===== config.mk =====
export PLATFORM = sky130hd
export DESIGN_NAME = aag_aux_ctrl
export DESIGN_NICKNAME = d
export VERILOG_FILES = /design/src/core/aag_pkg.sv /design/src/core/aag_pin_cell.sv /design/src/core/aag_aux_ctrl.sv
export SDC_FILE = /design/constraint.sdc
export NUM_CORES = 1
export LEC_CHECK = 0
export ABC_AREA = 1
export BUFFER_PORTS_ARGS = -buffer_cell sky130_fd_sc_hd__buf_2
export CAP_MARGIN = 20
export CORE_UTILIZATION = 44
export DETAILED_ROUTE_END_ITERATION = 10
export GPL_TIMING_DRIVEN = 0
export HOLD_SLACK_MARGIN = 0.03
export PLACE_DENSITY = 0.77
export SLEW_MARGIN = 15
export SYNTH_ARGS = -nofsm -noshare
export SYNTH_HDL_FRONTEND = slang
export SYNTH_SLANG_ARGS = --single-unit

===== constraint.sdc =====
create_clock -name CLK -period 1.5 [get_ports CLK]
set_clock_uncertainty 0.2 [all_clocks]
set_input_delay 0.15 -clock CLK [delete_from_list [all_inputs] [get_ports CLK]]
set_output_delay 0.15 -clock CLK [all_outputs]
set_load 0.05 [all_outputs]

===== src/core/aag_pkg.sv =====
package aag_pkg;

  // register indices; byte address is four times the index
  localparam logic [7:0] AAG_IDX_IRQ_STATUS = 8'h00;
  localparam logic [7:0] AAG_IDX_IRQ_CLEAR = 8'h01;
  localparam logic [7:0] AAG_IDX_IRQ_ENABLE = 8'h02;
  localparam logic [7:0] AAG_IDX_PIN_MODE = 8'h03;
  localparam logic [7:0] AAG_IDX_IO_PORT_CONFIG = 8'h0e;
  localparam logic [7:0] AAG_IDX_ADC_CONFIG = 8'h0f;
  localparam logic [7:0] AAG_IDX_ADC_AMP_OFFSET = 8'h10;
  localparam logic [7:0] AAG_IDX_ADC_RESULT = 8'h11;
  localparam logic [7:0] AAG_IDX_TEMP_SENSOR_CAL = 8'h12;

  localparam logic [7:0] AAG_ADDR_IRQ_STATUS = 8'(AAG_IDX_IRQ_STATUS * 4);
  localparam logic [7:0] AAG_ADDR_IRQ_CLEAR = 8'(AAG_IDX_IRQ_CLEAR * 4);
  localparam logic [7:0] AAG_ADDR_IRQ_ENABLE = 8'(AAG_IDX_IRQ_ENABLE * 4);
  localparam logic [7:0] AAG_ADDR_PIN_MODE = 8'(AAG_IDX_PIN_MODE * 4);
  localparam logic [7:0] AAG_ADDR_IO_PORT_CONFIG = 8'(AAG_IDX_IO_PORT_CONFIG * 4);
  localparam logic [7:0] AAG_ADDR_ADC_CONFIG = 8'(AAG_IDX_ADC_CONFIG * 4);
  localparam logic [7:0] AAG_ADDR_ADC_AMP_OFFSET = 8'(AAG_IDX_ADC_AMP_OFFSET * 4);
  localparam logic [7:0] AAG_ADDR_ADC_RESULT = 8'(AAG_IDX_ADC_RESULT * 4);
  localparam logic [7:0] AAG_ADDR_TEMP_SENSOR_CAL = 8'(AAG_IDX_TEMP_SENSOR_CAL * 4);

  // field positions
  localparam int AAG_ITSDO_BIT = 3;
  localparam int AAG_EXTST_LSB = 4;
  localparam int AAG_ADC_START_BIT = 7;
  localparam int AAG_ADC_SEL_LSB = 4;
  localparam int AAG_ADC_REF_LSB = 2;
  localparam int AAG_ADC_GAIN_LSB = 0;
  localparam int AAG_OFFS_SIGN_BIT = 3;
  localparam int AAG_TS_RANGE_LSB = 6;
  localparam int AAG_TS_KOFFS_BIT = 5;
  localparam int AAG_TS_TRIM_EN_BIT = 4;
  localparam int AAG_TS_TRIM_LSB = 0;
  localparam int AAG_IRQ_ADC_BIT = 0;
  localparam int AAG_IRQ_EXT_LSB = 1;

  // values after reset
  localparam logic [3:0] AAG_IRQ_RST = 4'h0;
  localparam logic [5:0] AAG_PIN_MODE_RST = 6'h00;
  localparam logic [3:0] AAG_IO_PORT_RST = 4'h0;
  localparam logic [6:0] AAG_ADC_CONFIG_RST = 7'h00;
  localparam logic [3:0] AAG_ADC_OFFS_RST = 4'h0;
  localparam logic [7:0] AAG_ADC_RESULT_RST = 8'h00;
  localparam logic [7:0] AAG_TS_CAL_RST = 8'h20;

  typedef enum logic [1:0] {
    AAG_PIN_IN = 2'h0,
    AAG_PIN_OUT = 2'h1,
    AAG_PIN_EXTI = 2'h2,
    AAG_PIN_ANALOG = 2'h3
  } aag_pin_mode_e;

  typedef enum logic [1:0] {
    AAG_ADC_IDLE = 2'h0,
    AAG_ADC_BUSY = 2'h1,
    AAG_ADC_DONE = 2'h3
  } aag_adc_state_e;

  typedef struct packed {
    logic src_temp;
    logic src_gnd;
    logic [2:0] pos_sel;
    logic [2:0] neg_sel;
    logic diff;
    logic ref_bandgap;
    logic ref_vdd_div3;
    logic ref_vdd_div2;
    logic [2:0] gain_mult;
    logic fs_coef_hi;
    logic signed [3:0] offset_milli;
  } aag_adc_ctl_s;

  typedef struct packed {
    logic [1:0] range;
    logic fahrenheit;
    logic half_step;
    logic zero_base;
    logic kelvin_offset_en;
    logic trim_en;
    logic [3:0] trim;
  } aag_ts_ctl_s;

endpackage


===== src/core/aag_pin_cell.sv =====
`timescale 1ns/10ps
`default_nettype none

module aag_pin_cell
  import aag_pkg::*;
(
  // clock and reset
  input wire logic clk,
  input wire logic rst_n,
  // control
  input wire aag_pkg::aag_pin_mode_e mode,
  input wire logic out_val,
  // pad
  input wire logic pin_i,
  output logic pin_o,
  output logic pin_oe,
  // status
  output logic level,
  output logic ext_event
);
  logic prev_reg;

  // pad value comes straight from the direct output bit flop
  assign pin_o = out_val;
  assign pin_oe = (mode == AAG_PIN_OUT);
  assign level = pin_i;
  // rising edge only counts while the pin is an interrupt source
  assign ext_event = (mode == AAG_PIN_EXTI) && pin_i && !prev_reg;

  always_ff @(posedge clk) begin
    if (!rst_n) begin
      prev_reg <= 1'b0;
    end else begin
      prev_reg <= pin_i;
    end
  end

endmodule

`default_nettype wire


===== src/core/aag_aux_ctrl.sv =====
// Register access over APB was left to the implementer.
`timescale 1ns/10ps
`default_nettype none

// Function
// - irq on data out while select high
// - pin interrupt status bits 6..4 readable
// - output pins follow direct io bits
// - input pins read back live level
// - start bit launches, reads done
// - input select decodes adc source
// - reference select decodes adc reference
// - differential gain sets full scale multiplier
// - offset field is sign and magnitude
// - offset field resets to zero
// - read-only eight bit result register
// - range field selects sensor span
// - kelvin to celsius offset enable
// - trim enable applies four bit trim
// - calibration register resets to 0x20
module aag_aux_ctrl
  import aag_pkg::*;
#(
  parameter int ADDR_W = 8,
  parameter int NPINS = 3
)(
  // clock and reset
  input wire logic CLK,
  input wire logic RST_N,
  // apb slave
  input wire logic PSEL,
  input wire logic PENABLE,
  input wire logic PWRITE,
  input wire logic [ADDR_W-1:0] PADDR,
  input wire logic [31:0] PWDATA,
  output logic [31:0] PRDATA,
  output logic PREADY,
  output logic PSLVERR,
  // interrupt
  output logic IRQ,
  // serial data out sharing
  input wire logic CHIP_SELECT_N,
  input wire logic SPI_SDO_O,
  input wire logic SPI_SDO_OE,
  output logic SDO_O,
  output logic SDO_OE,
  // general purpose pins
  input wire logic [NPINS-1:0] AUX_PIN_I,
  output logic [NPINS-1:0] AUX_PIN_O,
  output logic [NPINS-1:0] AUX_PIN_OE,
  // converter handshake
  output logic ADC_CONV_REQ,
  input wire logic ADC_CONV_DONE,
  input wire logic [7:0] ADC_CONV_DATA,
  output aag_pkg::aag_adc_ctl_s ADC_CTL,
  // temperature sensor
  output aag_pkg::aag_ts_ctl_s TS_CTL
);
  import aag_pkg::*;

  logic [3:0] irq_status_reg;
  logic [3:0] irq_status_next;
  logic [3:0] irq_enable_reg;
  logic [5:0] pin_mode_reg;
  logic [3:0] io_port_reg;
  logic [6:0] adc_cfg_reg;
  logic [3:0] adc_offs_reg;
  logic [7:0] adc_result_reg;
  logic [7:0] ts_cal_reg;
  logic [31:0] prdata_reg;
  logic [31:0] rd_data;
  aag_adc_state_e adc_state_reg;
  aag_adc_state_e adc_state_next;

  logic [NPINS-1:0] pin_level;
  logic [NPINS-1:0] pin_event;
  logic [NPINS-1:0] pin_is_in;
  logic [NPINS-1:0] dio_read;
  logic [3:0] irq_events;
  logic [2:0] sel;
  logic [1:0] refsel;
  logic [1:0] tsr;

  // address decode
  wire hit_status = (PADDR == ADDR_W'(AAG_ADDR_IRQ_STATUS));
  wire hit_clear = (PADDR == ADDR_W'(AAG_ADDR_IRQ_CLEAR));
  wire hit_enable = (PADDR == ADDR_W'(AAG_ADDR_IRQ_ENABLE));
  wire hit_mode = (PADDR == ADDR_W'(AAG_ADDR_PIN_MODE));
  wire hit_io = (PADDR == ADDR_W'(AAG_ADDR_IO_PORT_CONFIG));
  wire hit_adc = (PADDR == ADDR_W'(AAG_ADDR_ADC_CONFIG));
  wire hit_offs = (PADDR == ADDR_W'(AAG_ADDR_ADC_AMP_OFFSET));
  wire hit_result = (PADDR == ADDR_W'(AAG_ADDR_ADC_RESULT));
  wire hit_ts = (PADDR == ADDR_W'(AAG_ADDR_TEMP_SENSOR_CAL));
  wire mapped = hit_status | hit_clear | hit_enable | hit_mode | hit_io | hit_adc | hit_offs | hit_result | hit_ts;

  // no wait state: read data is latched in setup so it leaves a flop
  wire setup_rd = PSEL && !PENABLE && !PWRITE;
  wire access = PSEL && PENABLE;
  wire wr_en = access && PWRITE && mapped;
  wire [7:0] wd = PWDATA[7:0];

  assign PREADY = access;
  assign PSLVERR = access && !mapped;
  assign PRDATA = prdata_reg;

  // pins
  genvar g;
  generate
    for (g = 0; g < NPINS; g++) begin : pin
      aag_pin_cell u_cell (
        .clk(CLK),
        .rst_n(RST_N),
        .mode(aag_pin_mode_e'(pin_mode_reg[2*g +: 2])),
        .out_val(io_port_reg[g]),
        .pin_i(AUX_PIN_I[g]),
        .pin_o(AUX_PIN_O[g]),
        .pin_oe(AUX_PIN_OE[g]),
        .level(pin_level[g]),
        .ext_event(pin_event[g])
      );
      assign pin_is_in[g] = (pin_mode_reg[2*g +: 2] == AAG_PIN_IN);
      // inputs read the pad, other modes read the stored bit
      assign dio_read[g] = pin_is_in[g] ? pin_level[g] : io_port_reg[g];
    end
  endgenerate

  // interrupts
  wire adc_finish = (adc_state_reg == AAG_ADC_BUSY) && ADC_CONV_DONE;
  wire [3:0] clr_mask = (wr_en && hit_clear) ? wd[3:0] : 4'h0;
  assign irq_events = {pin_event, adc_finish};
  // an event in the clearing cycle survives the clear
  assign irq_status_next = (irq_status_reg & ~clr_mask) | irq_events;
  assign IRQ = |(irq_status_reg & irq_enable_reg);

  // serial data out: the active low request takes the pin between frames
  wire irq_on_sdo = io_port_reg[AAG_ITSDO_BIT] && CHIP_SELECT_N;
  assign SDO_O = irq_on_sdo ? !IRQ : SPI_SDO_O;
  assign SDO_OE = irq_on_sdo ? 1'b1 : SPI_SDO_OE;

  // adc sequencer
  wire start_wr = wr_en && hit_adc && wd[AAG_ADC_START_BIT];
  always_comb begin
    adc_state_next = adc_state_reg;
    case (adc_state_reg)
      AAG_ADC_IDLE: begin
        if (start_wr) begin
          adc_state_next = AAG_ADC_BUSY;
        end
      end
      AAG_ADC_BUSY: begin
        if (ADC_CONV_DONE) begin
          adc_state_next = AAG_ADC_DONE;
        end
      end
      AAG_ADC_DONE: begin
        if (start_wr) begin
          adc_state_next = AAG_ADC_BUSY;
        end
      end
      default: begin
        adc_state_next = AAG_ADC_IDLE;
      end
    endcase
  end
  // a start while busy is ignored; the running conversion is not restarted
  assign ADC_CONV_REQ = (adc_state_reg == AAG_ADC_BUSY);
  wire adc_done = (adc_state_reg == AAG_ADC_DONE);

  // adc source decode
  assign sel = adc_cfg_reg[AAG_ADC_SEL_LSB +: 3];
  assign ADC_CTL.src_temp = (sel == 3'h0);
  assign ADC_CTL.src_gnd = (sel == 3'h7);
  assign ADC_CTL.diff = (sel == 3'h4) || (sel == 3'h5) || (sel == 3'h6);
  assign ADC_CTL.pos_sel = (sel == 3'h1 || sel == 3'h4 || sel == 3'h6) ? 3'h1 :
                           (sel == 3'h2 || sel == 3'h5) ? 3'h2 :
                           (sel == 3'h3) ? 3'h4 : 3'h0;
  assign ADC_CTL.neg_sel = (sel == 3'h4) ? 3'h2 :
                           (sel == 3'h5 || sel == 3'h6) ? 3'h4 : 3'h0;

  // reference decode
  assign refsel = adc_cfg_reg[AAG_ADC_REF_LSB +: 2];
  assign ADC_CTL.ref_bandgap = !refsel[1];
  assign ADC_CTL.ref_vdd_div3 = (refsel == 2'h2);
  assign ADC_CTL.ref_vdd_div2 = (refsel == 2'h3);

  // full scale = coef x (gain+1) x supply, only meaningful in differential mode
  assign ADC_CTL.gain_mult = ADC_CTL.diff ? 3'(adc_cfg_reg[AAG_ADC_GAIN_LSB +: 2]) + 3'h1 : 3'h1;
  assign ADC_CTL.fs_coef_hi = refsel[0];

  // sign and magnitude turned into two's complement thousandths of supply
  wire [3:0] offs_mag = {1'b0, adc_offs_reg[2:0]};
  assign ADC_CTL.offset_milli = adc_offs_reg[AAG_OFFS_SIGN_BIT] ? -$signed(offs_mag) : $signed(offs_mag);

  // temperature sensor controls
  assign tsr = ts_cal_reg[AAG_TS_RANGE_LSB +: 2];
  assign TS_CTL.range = tsr;
  assign TS_CTL.fahrenheit = (tsr == 2'h2);
  assign TS_CTL.half_step = (tsr == 2'h0) || (tsr == 2'h3);
  assign TS_CTL.zero_base = (tsr == 2'h3);
  assign TS_CTL.kelvin_offset_en = ts_cal_reg[AAG_TS_KOFFS_BIT];
  assign TS_CTL.trim_en = ts_cal_reg[AAG_TS_TRIM_EN_BIT];
  assign TS_CTL.trim = TS_CTL.trim_en ? ts_cal_reg[AAG_TS_TRIM_LSB +: 4] : 4'h0;

  // read mux; reserved bits read zero
  assign rd_data =
    hit_status ? {28'h0, irq_status_reg} :
    hit_enable ? {28'h0, irq_enable_reg} :
    hit_mode ? {26'h0, pin_mode_reg} :
    hit_io ? {24'h0, 1'b0, irq_status_reg[AAG_IRQ_EXT_LSB +: 3], io_port_reg[3], dio_read} :
    hit_adc ? {24'h0, adc_done, adc_cfg_reg} :
    hit_offs ? {28'h0, adc_offs_reg} :
    hit_result ? {24'h0, adc_result_reg} :
    hit_ts ? {24'h0, ts_cal_reg} :
    32'h0;

  // state
  always_ff @(posedge CLK) begin
    if (!RST_N) begin
      adc_state_reg <= AAG_ADC_IDLE;
      irq_status_reg <= AAG_IRQ_RST;
      prdata_reg <= 32'h0;
    end else begin
      adc_state_reg <= adc_state_next;
      irq_status_reg <= irq_status_next;
      if (setup_rd) begin
        prdata_reg <= rd_data;
      end
    end
  end

  // result loads in the same edge that moves to done
  always_ff @(posedge CLK) begin
    if (!RST_N) begin
      adc_result_reg <= AAG_ADC_RESULT_RST;
    end else if (adc_finish) begin
      adc_result_reg <= ADC_CONV_DATA;
    end
  end

  // software registers
  always_ff @(posedge CLK) begin
    if (!RST_N) begin
      irq_enable_reg <= AAG_IRQ_RST;
      pin_mode_reg <= AAG_PIN_MODE_RST;
      io_port_reg <= AAG_IO_PORT_RST;
      adc_cfg_reg <= AAG_ADC_CONFIG_RST;
      adc_offs_reg <= AAG_ADC_OFFS_RST;
      ts_cal_reg <= AAG_TS_CAL_RST;
    end else if (wr_en) begin
      if (hit_enable) begin
        irq_enable_reg <= wd[3:0];
      end else if (hit_mode) begin
        pin_mode_reg <= wd[5:0];
      end else if (hit_io) begin
        io_port_reg <= wd[3:0];
      end else if (hit_adc) begin
        adc_cfg_reg <= wd[6:0];
      end else if (hit_offs) begin
        adc_offs_reg <= wd[3:0];
      end else if (hit_ts) begin
        ts_cal_reg <= wd;
      end
    end
  end

endmodule

`default_nettype wire


==> impl_summary.txt <==
----------------------------------------------------
[Yosys]
  Sequential fraction of the synthesis area ... 34.04%
  Distinct cell type count of the synthesized netlist ... 31
  Share of the synthesized area in the top cell type ... 34.04%
  Yosys warns ... 0
  Most used flip-flop cell after synthesis ... sky130_fd_sc_hd__dfxtp_1
  Synthesized area per cell ... 6.727 sq um
  Cell count after synthesis ... 507
  EDFF count, synth ... 0
  Dominant cells by area after synthesis ... sky130_fd_sc_hd__dfxtp_1 (34%), sky130_fd_sc_hd__nand2_1 (16%), sky130_fd_sc_hd__buf_4 (8.1%)
  Fraction of synthesis flops using an asynchronous set or reset pin ... 0%
  Cell type with the highest aggregate area in the netlist ... sky130_fd_sc_hd__dfxtp_1
  Flop and latch count out of synthesis ... 58
  Cell Area, Synth ... 3411 sq um

[Timing]
  Slew of the pin with the lowest slew margin ... 0.6024 ns
  Minimum hold slack ... 0.04343 ns
  Final setup vio count ... 18
  Final worst-path setup slack ... -0.2095 ns
  Final Critical Period ... 1.709 ns
  Final max-slew violation count ... 0
  Worst slew margin relative to its limit ... 59.84%
  Total Negative Setup Slacks ... -1.600 ns
  Setup repair after global routing missed its margin ... true
  Maximum frequency from static timing analysis ... 0.5850 GHz
  Final hold vios ... 0
  Crit share post-route ... 114.0%

[Status]
  Violations in the final reports ... negative setup slack
  Result of the run ... finished, violations left

[Final layout]
  Antenna fix cells ... 0
  Final Net Count ... 748
  Most common cell after layout, fill and taps aside ... sky130_fd_sc_hd__nand2_1
  FILL cells ... 522
  Multi-input gate area ... 2211 sq um
  Final Instance Count excl. Fillers ... 785
  Area occupied by registers ... 1224 sq um
  Highest-count cells in the layout ignoring fill and taps ... sky130_fd_sc_hd__nand2_1 (125), sky130_fd_sc_hd__buf_4 (76), sky130_fd_sc_hd__buf_2 (47)
  Fraction of final layout cells with drive strength greater than 1 ... 43.59%
  Finished Cell Area ... 5514 sq um
  Layout area overhead ... 61.67%

[Place]
  Number of placed cells counting well taps ... 715
  Port-buffer cells ... 85
  Weighted congestion reported at the end of routability-driven placement ... 0.9131
  Post-placement cell area ... 4184 sq um
  Pre-CTS setup slack ... -0.5204 ns
  Detail Placement HPWL ... 7465 um

[Detailed routing]
  Mean number of vias per cell ... 5.168
  Number of remaining DRC errors ... 0
  Sum of routed wire length over all layers ... 11,820 um
  Remaining antenna violation count after routing ... 0
  First-pass DRT Iterations ... 7
  Via count ... 4,057
  Iteration-0 DRC Markers ... 371
  Wire length per cell after detailed routing ... 15.06 um

[Clock tree]
  Source-to-sink clock delay at the later pin of the worst-skew pair ... 0.35 ns
  TritonCTS clock tree ... done
  Clk slew on worst S/H paths ... 0.07 ns
  Num Clock Sinks ... 58
  Clock Root Buffer ... sky130_fd_sc_hd__clkbuf_8
  Depth of the CTS H-tree ... 3
  Number of buffers created by CTS ... 9
  Max Buffers Root-to-Sink ... 2

[Worst setup path]
  Worst EP arrival ... 1.36 ns
  Sort of element at the end of the critical path ... output pin
  Depth of the worst register-to-register path ... 9
  Top fanout value on the critical path ... 2
  Worst EP required ... 1.15 ns
  Sort of element at the start of the critical path ... register
  Worst Path Class, Setup ... reg -> out

[Min path]
  Worst Hold Class ... in -> reg
  Hold Crit Depth ... 5

[Die]
  Die extent in y ... 90.05 um
  Number of placed I/O pins ... 135
  Die area ... 8108 sq um
  Placeable core region ... 7370 sq um
  Die X-Extent ... 90.05 um
  Std-Cell Rows ... 31
  Initial standard-cell utilization of the core ... 46.28%

[Global routing]
  Vias in the first global route ... 3,666
  Maximum number of pins on one net before global-route repair ... 12
  Antenna violations before repair ... 0
  Wire length of the first global-routing pass ... 17,530 um
  Residual overflow from global routing ... 0
  Global-route usage over all layers ... 27.47%

[Power]
  Areal power density over the cells ... 685.5 nW/um^2
  Worst ir drop on vdd ... 0.4956 mV
  Sequential Power Share ... 41.8%
  Sw power ... 0.001136 W
  Switching portion of total power ... 30.06%
  Clock Power Share ... 40.0%
  Combinational Power Share ... 18.2%
  Leakage power of the design ... 2.583 nW
  Internal Dissipation ... 0.002644 W

[Flow run]
  Maximum capacitance violations ... 0

----------------------------------------------------
## kinds of logic after synthesis
kind of cell,share of synthesized area (%)
adders and majority gates,2.568
buffers and inverters,15.96
other,0.1099
DFF,34.04
and+or+nand+nor,36.46
xor gates and xnor gates,0.2568
AOI/OAI and AO/OA,10.60
## metrics by stage
step	utilization, %	total power, W
3_5_place_dp	56.77	0.002189
6_report	74.82	0.003780
5_1_grt	74.82	0.003919
2_1_floorplan	-	0.002056
4_1_cts	70.00	0.003737
3_3_place_gp	56.77	0.002177
## final timing paths
path	start	end	slack [ns]
max reg2reg	pin_mode_reg[5]$_SDFFE_PN0P_	PRDATA[2]$_SDFFE_PN0P_	0.05
min	PWRITE	adc_cfg_reg[2]$_SDFFE_PN0P_	0.04
max	irq_status_reg[0]$_SDFF_PN0_	SDO_O	-0.21
min reg2reg	irq_status_reg[1]$_SDFF_PN0_	irq_status_reg[1]$_SDFF_PN0_	0.27
## what timing repair did
item,in CTS,in global routing
hold endpoints to repair,49,0
hold buffers,20,0
setup buffers,24,12
endpoints found under the setup margin,71,74
pin swaps,23,33
gates cloned,1,1
resized for setup,131,80
## Yosys cell counts, drive strengths merged (6+ instances only)
| cell type | n |
|---|---|
| nand2 | 144 |
| nor2 | 78 |
| dfxtp | 58 |
| inv | 51 |
| a21oi | 44 |
| buf | 42 |
| nand3 | 27 |
| o21ai | 21 |
| nand4 | 20 |
| ha | 7 |
| clkbuf | 6 |
## routing by layer
| metal | track usage, % | part of all wire, % |
|---|---|---|
| met4 | 14.25 | 4.5 |
| met5 | 0 | 0 |
| met3 | 4.822 | 8.5 |
| met2 | 47.39 | 50 |
| met1 | 32.46 | 37 |
## power by group through the flow
| stage | logic (W) | clock network, W | registers [W] |
|---|---|---|---|
| floorplan | 0.000410 | 0 | 0.00165 |
| global placement | 0.000545 | 0 | 0.00163 |
| detailed placement | 0.000555 | 0 | 0.00163 |
| CTS | 0.000633 | 0.00152 | 0.00159 |
| global route | 0.000727 | 0.00161 | 0.00158 |
| finish | 0.000688 | 0.00151 | 0.00158 |
## worst max-delay path: stages, from the launching register on
cell	delay, ns
sky130_fd_sc_hd__dfxtp_2	0.33
sky130_fd_sc_hd__nand2_1	0.06
sky130_fd_sc_hd__o21ai_1	0.06
sky130_fd_sc_hd__a21oi_1	0.15
sky130_fd_sc_hd__o21ai_2	0.11
sky130_fd_sc_hd__o21ai_4	0.13
sky130_fd_sc_hd__buf_6	0.17
## final cells by class
type	count	share of cell area, %
buffer	46	6.127
clock buffer	11	2.746
clock inverter	5	0.9530
inverter	52	4.289
multi-input combinational	374	40.10
sequential	58	22.19
tap	99	2.246
timing repair buffer	140	21.35
(Power assumes the default switching activity.)
